<file path="src/design/lble_pkg.sv">
// constants and types for the ladder bit logic evaluator
// Notes on behaviour
// RULE1: open-contact load pushes accumulator, then loads operand bit.
// RULE2: series open contact ANDs operand bit into accumulator.
// RULE3: parallel open contact ORs operand bit into accumulator.
// RULE4: closed-contact load pushes accumulator, then loads contact state.
// RULE5: series closed contact ANDs contact state into accumulator.
// RULE6: parallel closed contact ORs contact state into accumulator.
// RULE7: closed contact state is the complement of the stored bit.
// RULE8: series block join ANDs top of stack into accumulator.
// RULE9: parallel block join ORs top of stack into accumulator.
// RULE10: block joins take no operand and one program step.
// RULE11: word rise detects take five steps and refuse direct-input operands.
// RULE12: complement instruction inverts accumulator in one step.
// RULE13: rising trigger passes true only on a false-to-true change.
// RULE14: falling trigger passes true only on a true-to-false change.
// RULE15: halt instruction stops further program execution.
// RULE16: coil drive writes accumulator into the destination bit.
// RULE17: reserved results are last-in first-out; joins pop the newest.
// RULE18: each contact finishes read, combine and update in one execution.
package lble_pkg;
    localparam int OP_W       = 4;
    localparam int ADDR_W     = 16;
    localparam int STACK_D    = 32;
    localparam int SP_W       = 6;
    localparam int TRIG_SLOTS = 16;
    localparam int TRIG_W     = 4;

    typedef enum logic [OP_W-1:0] {
        LBLE_NOP        = 4'h0,
        LBLE_LOAD_OPEN  = 4'h1,
        LBLE_SER_OPEN   = 4'h2,
        LBLE_PAR_OPEN   = 4'h3,
        LBLE_LOAD_CLOSE = 4'h4,
        LBLE_SER_CLOSE  = 4'h5,
        LBLE_PAR_CLOSE  = 4'h6,
        LBLE_JOIN_SER   = 4'h7,
        LBLE_JOIN_PAR   = 4'h8,
        LBLE_COMPLEMENT = 4'h9,
        LBLE_RISE_TRIG  = 4'ha,
        LBLE_FALL_TRIG  = 4'hb,
        LBLE_HALT       = 4'hc,
        LBLE_COIL       = 4'hd,
        LBLE_WRISE_LOAD = 4'he,
        LBLE_WRISE_COMB = 4'hf
    } lble_op_t;

    // word rise combine mode carried on mode_in
    localparam logic [1:0] WRISE_SER = 2'h1;
    localparam logic [1:0] WRISE_PAR = 2'h2;

    localparam logic [2:0] STEPS_ONE   = 3'h1;
    localparam logic [2:0] STEPS_WRISE = 3'h5;

    typedef enum logic [2:0] {
        LBLE_RUN     = 3'b001,
        LBLE_HALTED  = 3'b010,
        LBLE_FAULTED = 3'b100
    } lble_state_t;
endpackage

</file>
<file path="src/design/lble_evaluator.sv">
// single-bit ladder logic evaluator with result stack and edge triggers
module lble_evaluator
(
    input  wire logic                       clk_in,
    input  wire logic                       sys_rst_in,
    input  wire logic                       exec_in,
    input  wire logic [lble_pkg::OP_W-1:0]  op_in,
    input  wire logic [1:0]                 mode_in,
    input  wire logic                       operand_bit_in,
    input  wire logic                       operand_direct_in,
    input  wire logic [lble_pkg::TRIG_W-1:0] trig_slot_in,
    input  wire logic                       restart_in,
    output logic                            acc_out,
    output logic                            coil_we_out,
    output logic                            coil_bit_out,
    output logic [2:0]                      steps_out,
    output logic                            halted_out,
    output logic                            operand_fault_out,
    output logic                            stack_err_out,
    output logic                            ready_out
);
    logic                               acc;
    logic                               next_acc;
    logic [lble_pkg::STACK_D-1:0]       stack_mem;
    logic [lble_pkg::SP_W-1:0]          sp;
    logic [lble_pkg::TRIG_SLOTS-1:0]    trig_prev;
    logic                               push;
    logic                               pop;
    logic                               top;
    logic                               go;
    logic                               refuse;
    lble_pkg::lble_op_t                 op;
    lble_pkg::lble_state_t              state;

    // contact state: closed contacts conduct when the bit is off
    function automatic logic contact(input logic bit_v, input logic closed);
        contact = closed ? ~bit_v : bit_v; // RULE7
    endfunction

    assign op     = lble_pkg::lble_op_t'(op_in);
    assign ready_out = (state == lble_pkg::LBLE_RUN);
    assign go     = exec_in && ready_out;
    assign refuse = (op == lble_pkg::LBLE_WRISE_LOAD || op == lble_pkg::LBLE_WRISE_COMB)
                    && operand_direct_in; // RULE11
    assign top    = (sp == '0) ? 1'b0 : stack_mem[sp[4:0] - 5'h1];
    assign push   = go && !refuse && (op == lble_pkg::LBLE_LOAD_OPEN
                    || op == lble_pkg::LBLE_LOAD_CLOSE
                    || op == lble_pkg::LBLE_WRISE_LOAD); // RULE1 RULE4
    assign pop    = go && (op == lble_pkg::LBLE_JOIN_SER
                    || op == lble_pkg::LBLE_JOIN_PAR); // RULE17

    // rising edge of the operand bit for the word detect forms
    logic wrise;
    assign wrise = operand_bit_in && !trig_prev[trig_slot_in];

    always_comb
    begin
        next_acc = acc;
        unique case (op)
            lble_pkg::LBLE_LOAD_OPEN:  next_acc = contact(operand_bit_in, 1'b0); // RULE1
            lble_pkg::LBLE_SER_OPEN:   next_acc = acc & contact(operand_bit_in, 1'b0); // RULE2
            lble_pkg::LBLE_PAR_OPEN:   next_acc = acc | contact(operand_bit_in, 1'b0); // RULE3
            lble_pkg::LBLE_LOAD_CLOSE: next_acc = contact(operand_bit_in, 1'b1); // RULE4
            lble_pkg::LBLE_SER_CLOSE:  next_acc = acc & contact(operand_bit_in, 1'b1); // RULE5
            lble_pkg::LBLE_PAR_CLOSE:  next_acc = acc | contact(operand_bit_in, 1'b1); // RULE6
            lble_pkg::LBLE_JOIN_SER:   next_acc = top & acc; // RULE8
            lble_pkg::LBLE_JOIN_PAR:   next_acc = top | acc; // RULE9
            lble_pkg::LBLE_COMPLEMENT: next_acc = ~acc; // RULE12
            lble_pkg::LBLE_RISE_TRIG:  next_acc = acc && !trig_prev[trig_slot_in]; // RULE13
            lble_pkg::LBLE_FALL_TRIG:  next_acc = !acc && trig_prev[trig_slot_in]; // RULE14
            lble_pkg::LBLE_WRISE_LOAD: next_acc = wrise; // RULE11
            lble_pkg::LBLE_WRISE_COMB:
            begin
                if (mode_in == lble_pkg::WRISE_PAR)
                    next_acc = acc | wrise;
                else
                    next_acc = acc & wrise;
            end
            default:                   next_acc = acc;
        endcase
    end

    // accumulator updated in the same execution cycle
    always_ff @(posedge clk_in)
    begin
        if (sys_rst_in)
            acc <= 1'b0;
        else if (go && !refuse)
            acc <= next_acc; // RULE18
    end

    // result stack, newest entry at sp-1
    always_ff @(posedge clk_in)
    begin
        if (sys_rst_in)
        begin
            sp        <= '0;
            stack_mem <= '0;
        end
        else if (push && sp != lble_pkg::SP_W'(lble_pkg::STACK_D))
        begin
            stack_mem[sp[4:0]] <= acc; // RULE1 RULE4
            sp                 <= sp + 6'h1;
        end
        else if (pop && sp != '0)
            sp <= sp - 6'h1; // RULE17
    end

    always_ff @(posedge clk_in)
    begin
        if (sys_rst_in)
            stack_err_out <= 1'b0;
        else if (push && sp == lble_pkg::SP_W'(lble_pkg::STACK_D))
            stack_err_out <= 1'b1;
        else if (pop && sp == '0)
            stack_err_out <= 1'b1;
        else if (restart_in)
            stack_err_out <= 1'b0;
    end

    // previous-scan values per trigger slot
    always_ff @(posedge clk_in)
    begin
        if (sys_rst_in)
            trig_prev <= '0;
        else if (go && (op == lble_pkg::LBLE_RISE_TRIG || op == lble_pkg::LBLE_FALL_TRIG))
            trig_prev[trig_slot_in] <= acc; // RULE13 RULE14
        else if (go && !refuse && (op == lble_pkg::LBLE_WRISE_LOAD
                 || op == lble_pkg::LBLE_WRISE_COMB))
            trig_prev[trig_slot_in] <= operand_bit_in; // RULE11
    end

    // coil write strobe and step count of the executed instruction
    always_ff @(posedge clk_in)
    begin
        if (sys_rst_in)
        begin
            coil_we_out  <= 1'b0;
            coil_bit_out <= 1'b0;
            steps_out    <= 3'h0;
        end
        else
        begin
            coil_we_out <= go && (op == lble_pkg::LBLE_COIL); // RULE16
            if (go && op == lble_pkg::LBLE_COIL)
                coil_bit_out <= acc; // RULE16
            if (go)
                steps_out <= (op == lble_pkg::LBLE_WRISE_LOAD || op == lble_pkg::LBLE_WRISE_COMB)
                             ? lble_pkg::STEPS_WRISE : lble_pkg::STEPS_ONE; // RULE10 RULE11 RULE12
        end
    end

    always_ff @(posedge clk_in)
    begin
        if (sys_rst_in)
            operand_fault_out <= 1'b0;
        else if (go && refuse)
            operand_fault_out <= 1'b1; // RULE11
        else if (restart_in)
            operand_fault_out <= 1'b0;
    end

    always_ff @(posedge clk_in)
    begin
        if (sys_rst_in)
            state <= lble_pkg::LBLE_RUN;
        else
        begin
            unique case (state)
                lble_pkg::LBLE_RUN:
                begin
                    if (go && op == lble_pkg::LBLE_HALT)
                        state <= lble_pkg::LBLE_HALTED; // RULE15
                    else if (go && refuse)
                        state <= lble_pkg::LBLE_FAULTED; // RULE11
                end
                lble_pkg::LBLE_HALTED,
                lble_pkg::LBLE_FAULTED:
                begin
                    if (restart_in)
                        state <= lble_pkg::LBLE_RUN;
                end
                default: state <= lble_pkg::LBLE_RUN;
            endcase
        end
    end

    assign acc_out    = acc;
    assign halted_out = (state == lble_pkg::LBLE_HALTED);
endmodule

</file>
<file path="config.mk">
export PLATFORM = sky130hd
export DESIGN_NAME = lble_evaluator
export DESIGN_NICKNAME = d
export VERILOG_FILES = /design/src/design/lble_pkg.sv /design/src/design/lble_evaluator.sv
export SDC_FILE = /design/constraint.sdc
export NUM_CORES = 1
export LEC_CHECK = 0
export BUFFER_PORTS_ARGS = -buffer_cell sky130_fd_sc_hd__buf_4
export CAP_MARGIN = 20
export CORE_MARGIN = 4
export CORE_UTILIZATION = 38
export DETAILED_ROUTE_END_ITERATION = 12
export PLACE_DENSITY = 0.54
export SETUP_SLACK_MARGIN = 0.3
export SLEW_MARGIN = 20
export SYNTH_ARGS = -nofsm -noshare
export SYNTH_HDL_FRONTEND = slang
export SYNTH_SLANG_ARGS = --single-unit
export TNS_END_PERCENT = 5
</file>
<file path="constraint.sdc">
create_clock -name clk_in -period 3.8 [get_ports clk_in]
set_input_delay 0.19 -clock clk_in [delete_from_list [all_inputs] [get_ports clk_in]]
set_output_delay 0.19 -clock clk_in [all_outputs]
set_load 0.005 [all_outputs]
</file>
-- After elaboration in Yosys (flattened, before gate mapping)
Index checks and enable logic that the tools add are counted.
W data, S select, Z words.
- input port bits: 16
- output and inout port bits: 10
- logic and storage cells: 115
- flip-flop bits (word level): 65
- eq/ne operators: 23
- muxes and demuxes: 27
- magnitude comparators: 5
- reduce and logical (&&, ||, !) cells: 37
- $add $sub $neg: 3
- bitwise operators: 10
- operator list (kind ; count):
    $bwmux W16 ; 2
    $bwmux W32 ; 1
    $eq A4 B4 Y1 const B ; 8
    $mux W16 ; 2
    $logic_and A1 B1 Y1 ; 19
    $eq A4 B3 Y1 const B ; 4
    $pmux W1 S13 ; 1
    $reduce_bool A13 Y1 ; 1
    $lt A5 B6 Y1 const B ; 2
    $mux W3 ; 4
    $mux W6 ; 2
    $mux W1 ; 10
    $eq A4 B2 Y1 const B ; 2
    $add A6 B1 Y6 const B ; 1
    $eq A6 B6 Y1 const B ; 1
    $logic_not A6 Y1 ; 1
    $ne A6 B6 Y1 const B ; 1
    $pmux W3 S2 ; 1
    $reduce_bool A2 Y1 ; 3
    $reduce_bool A6 Y1 ; 1
    $sub A6 B1 Y6 const B ; 1
    $bmux W1 S5 ; 1
    $demux W1 S5 ; 1
    $ge A5 B1 Y1 const B ; 1
    other kinds (20) ; 34

-- Logic depth before layout (Yosys ltp)
- depth in word-level cells: 8
- mapped depth: 12

-- Least setup slack after synthesis
Ideal clock, no wire load.
- path type: reg2reg
- start point: register sp[0] (netlist bit)
- end point: register sp[5] (netlist bit)
- setup time: 0.123 ns
- required time: 3.677 ns
- path slack: 0.734 ns
- stages on the path, launching flop included: 13
- buffers on the path: 1
- clock period less this slack: 3.066 ns
- arrival: 2.942 ns
- cell sequence: dfxtp_1 > buf_2 > inv_1 > ha_1 > nand3_1 > nand3_1 > ha_1 > a21o_1 > a21oi_1 > o21bai_1 > a21oi_1 > mux2i_1 > mux2_1
- cells in the longest elaborated chain, start to end: 3
- elaborated cells on any way between the ends: 9
- classes of those cells: add/sub: 2; eq/ne: 1; mux: 2; reduce/logical: 4
- ends and longest elaborated chain (what ; line ; text):
    start: declaration ; lble_evaluator.sv:25 ; logic [lble_pkg::SP_W-1:0] sp;
    start signal: assignment ; lble_evaluator.sv:103 ; sp <= sp + 6'h1;
    start signal: assignment ; lble_evaluator.sv:106 ; sp <= sp - 6'h1;
    $sub A6 B1 Y6 (tied with other cells) ; lble_evaluator.sv:106 ;
    $mux W6 (tied with other cells) ; lble_evaluator.sv:105 ; else if (pop && sp != '0)
    $mux W6 or $reduce_bool A2 Y1 (tied branches) ; n/a ;
Several ways; a longest one is shown, not always the timed one. The select of a mux whose other input is x is not followed.
A chain may end at the register's enable or synchronous reset.

-- Final worst setup path
- start point: register sp[1] (netlist bit)
- end point: register sp[5] (netlist bit)
The elaborated chain is that of the path after synthesis.

==> flow_summary.ini <==
[setup_path]
r2r_start = sp[1]
startpoint_type = flip-flop
slowest_delay_ps = 490
cp_slowest_cell = dfxtp_1
end_kind = flip-flop
worstPathRequired_ps = 4030
cp_max_fo = 8
cp.arrival_ps = 3380
ff2ff_setup_slack_ps = 660
rr_worst_depth = 11
crit_type = flip-flop to flip-flop
path_cells = inv_1 > ha_1 > nand3_1 > nand3_1 > ha_1 > a21o_1 > a21oi_1 > o21bai_1 > a21oi_1 > mux2i_1 > mux2_1
reg2reg_to = sp[5]

[run_status]
status = finished, final reports clean

[clock_tree]
clk_latency_ps = 350
cts.sinks = 64
cts_hold_buf = 0
post_cts_buffers = 0
htreeDepth = 3
cts_buffer_depth = 2
clock-root-buffer = clkbuf_8
path_clk_slew_ps = 70
cts_tree = done
cts_resized = 0
cts_inserted_buffers = 9

[place]
portBuffers = 24
finalWeightedCongestion = 0.800
dp_hpwl_um = 5790
pre_cts_ws_ps = 732

[sta]
worst_slew_margin_rel = 0.438
tightest_slew_ps = 841
fin_worst_skew_ps = 6.22
setup_ws_ps = 658
hold_viol_final = 0
setup_viol = 0
slew_violations = 0
rsz0062_at_grt = no
setup_tns_ps = 0
fmax_ghz = 0.318
period_needed_ps = 3140
fin_crit_sh = 0.827

[route]
drtIter0Drc = 203
firstDrtPassIters = 4
drc_errors = 0
antenna_left = 0
wl_um = 8950
wl_per_cell_um = 14.4
vias = 3309
vias_per_cell = 5.34

[floorplan]
dieHeight_um = 108
rows = 36
die_width_um = 108
fp.dieArea_sq_um = 11800
initial_core_util = 0.391
ioPinCount = 26
core_sq_um = 9820

[yosys]
netlist_top_cells_area = dfxtp_1 33%, nor2_1 7.2%, a21oi_1 6.9%, mux2i_1 6.0%, nand2_1 5.6%
ys_seq_elements = 64
synth_flop_cell = dfxtp_1
synth.avg_cell_area_sq_um = 7.90
ys_seq_area_frac = 0.334
synth_edf_count = 0
synth_top_cell_area_share = 0.334
netlist_area_sq_um = 3840
synth_common_cells = 74 x nor2_1, 64 x dfxtp_1, 57 x nand2_1
synth_cells = 486
post-synth-top-count-cell = nor2_1
synth_cell_types = 56
synth_nets = 512
synth_largest_area_cell = dfxtp_1
synthArstFlopShare = 0
synth_warnings = 0

[finish]
area_growth_pct = 10.5
final_util = 0.432
diodes = 0
drive_gt1_frac = 0.119
nets = 508

[worst_hold_path]
hp-start = operand_direct_in
hold_depth = 3
hp-class = input pin to flip-flop
min_to = operand_fault_out

[pwr]
finalPower_uw = 1850
peakVddDrop_mv = 0.169
power_leakage_uw = 0.00157
powerDensity_nw_per_um2 = 437

[global_route]
overflow = 0
grt_antenna_before_repair = 0
first_global_vias = 3124
grt_max_degree = 67
grt_pass1_wl_um = 15200
grtUsageTotal = 0.164

[flow_run]
timing.max_cap.violations = 0
worst max-delay path: cells and delay by family (launching register included):
kind	cells	cell delay, ps
buffers and inverters	1	130
AOI/OAI and AO/OA	4	700
DFF	1	490
adders and majority gates	2	650
and+or+nand+nor	2	500
muxes	2	550
metal layers:
layer | share of wire | vias up | track usage
met2 | 0.46 | 68 | 0.257
li1 | - | 1685 | -
met1 | 0.48 | 1544 | 0.217
met4 | 0.016 | 0 | 0.0893
met3 | 0.043 | 12 | 0.0257
met5 | 0 | - | 0
where the power goes:
| group | switching [uW] | internal, uW |
|---|---|---|
| logic | 280 | 189 |
| clock network | 264 | 387 |
| registers | 39.2 | 694 |
| total | 583 | 1270 |
cells by family after synthesis:
logic type	share of synthesized area
adders and majority gates	0.0346
buffers and inverters	0.0525
xor gates and xnor gates	0.0183
AOI/OAI and AO/OA	0.164
and+or+nand+nor	0.244
DFF	0.334
other	0.000977
muxes	0.152
through the flow:
stage / hold slack (ps) / instances / area, sq um
floorplan: 362 / 486 / 3840
global placement: 441 / 604 / 4030
detailed placement: 447 / 604 / 4030
CTS: 143 / 620 / 4240
global route: 177 / 620 / 4240
finish: 164 / 620 / 4240
worst max path at each step:
stage	to	slack [ps]	start	depth (start not counted)
CTS	sp[5]	690	state[0]	10
global placement	sp[5]	810	sp[1]	11
floorplan	sp[5]	730	sp[0]	12
finish	sp[5]	660	sp[1]	11
detailed placement	sp[5]	730	state[0]	10
global route	sp[5]	340	state[0]	10
placed cells by master (no fill, tap or decap), types with 2 or more instances in the layout:
| master | synthesis | routed |
|---|---|---|
| a21oi_1 | 53 | 53 |
| nand3_1 | 10 | 10 |
| o21ai_1 | 35 | 35 |
| o21ai_0 | 5 | 5 |
| mux4_1 | 4 | 4 |
| dfxtp_1 | 64 | 64 |
| nor3b_1 | 3 | 3 |
| nand3b_1 | 5 | 5 |
| xnor2_1 | 4 | 4 |
| ha_1 | 9 | 9 |
| nor4_1 | 3 | 3 |
| xor2_1 | 4 | 4 |
| clkbuf_8 | 0 | 10 |
| or3_1 | 3 | 3 |
| buf_4 | 1 | 26 |
| o211ai_1 | 2 | 2 |
| nor2b_1 | 9 | 9 |
| clkbuf_1 | 32 | 3 |
| bufinv_16 | 0 | 2 |
| and2_1 | 3 | 3 |
| inv_1 | 8 | 8 |
| mux2_2 | 5 | 5 |
| or2_2 | 2 | 2 |
| nand4_1 | 6 | 6 |
| nand2b_1 | 5 | 5 |
| a31oi_1 | 3 | 3 |
| nor2_1 | 74 | 74 |
| o21bai_1 | 2 | 2 |
| mux4_2 | 8 | 8 |
| nand2_1 | 57 | 57 |
| mux2i_1 | 23 | 23 |
| nor3_1 | 12 | 12 |
| or3b_1 | 2 | 2 |
layout make-up:
class	instances	area (sq um)
clock buffer	13	149
clock inverter	3	65.1
fill	1026	5580
inverter	8	30.0
multi-input combinational	373	2350
sequential	64	1280
tap	133	166
timing repair buffer	26	195
flip-flops by register name (all words and copies together) (netlist names):
name	flops
acc_out	1
coil_bit_out	1
coil_we_out	1
operand_fault_out	1
sp	6
stack_err_out	1
stack_mem	32
state	3
steps_out	2
trig_prev	16
Power figures use the tool's default switching activity.
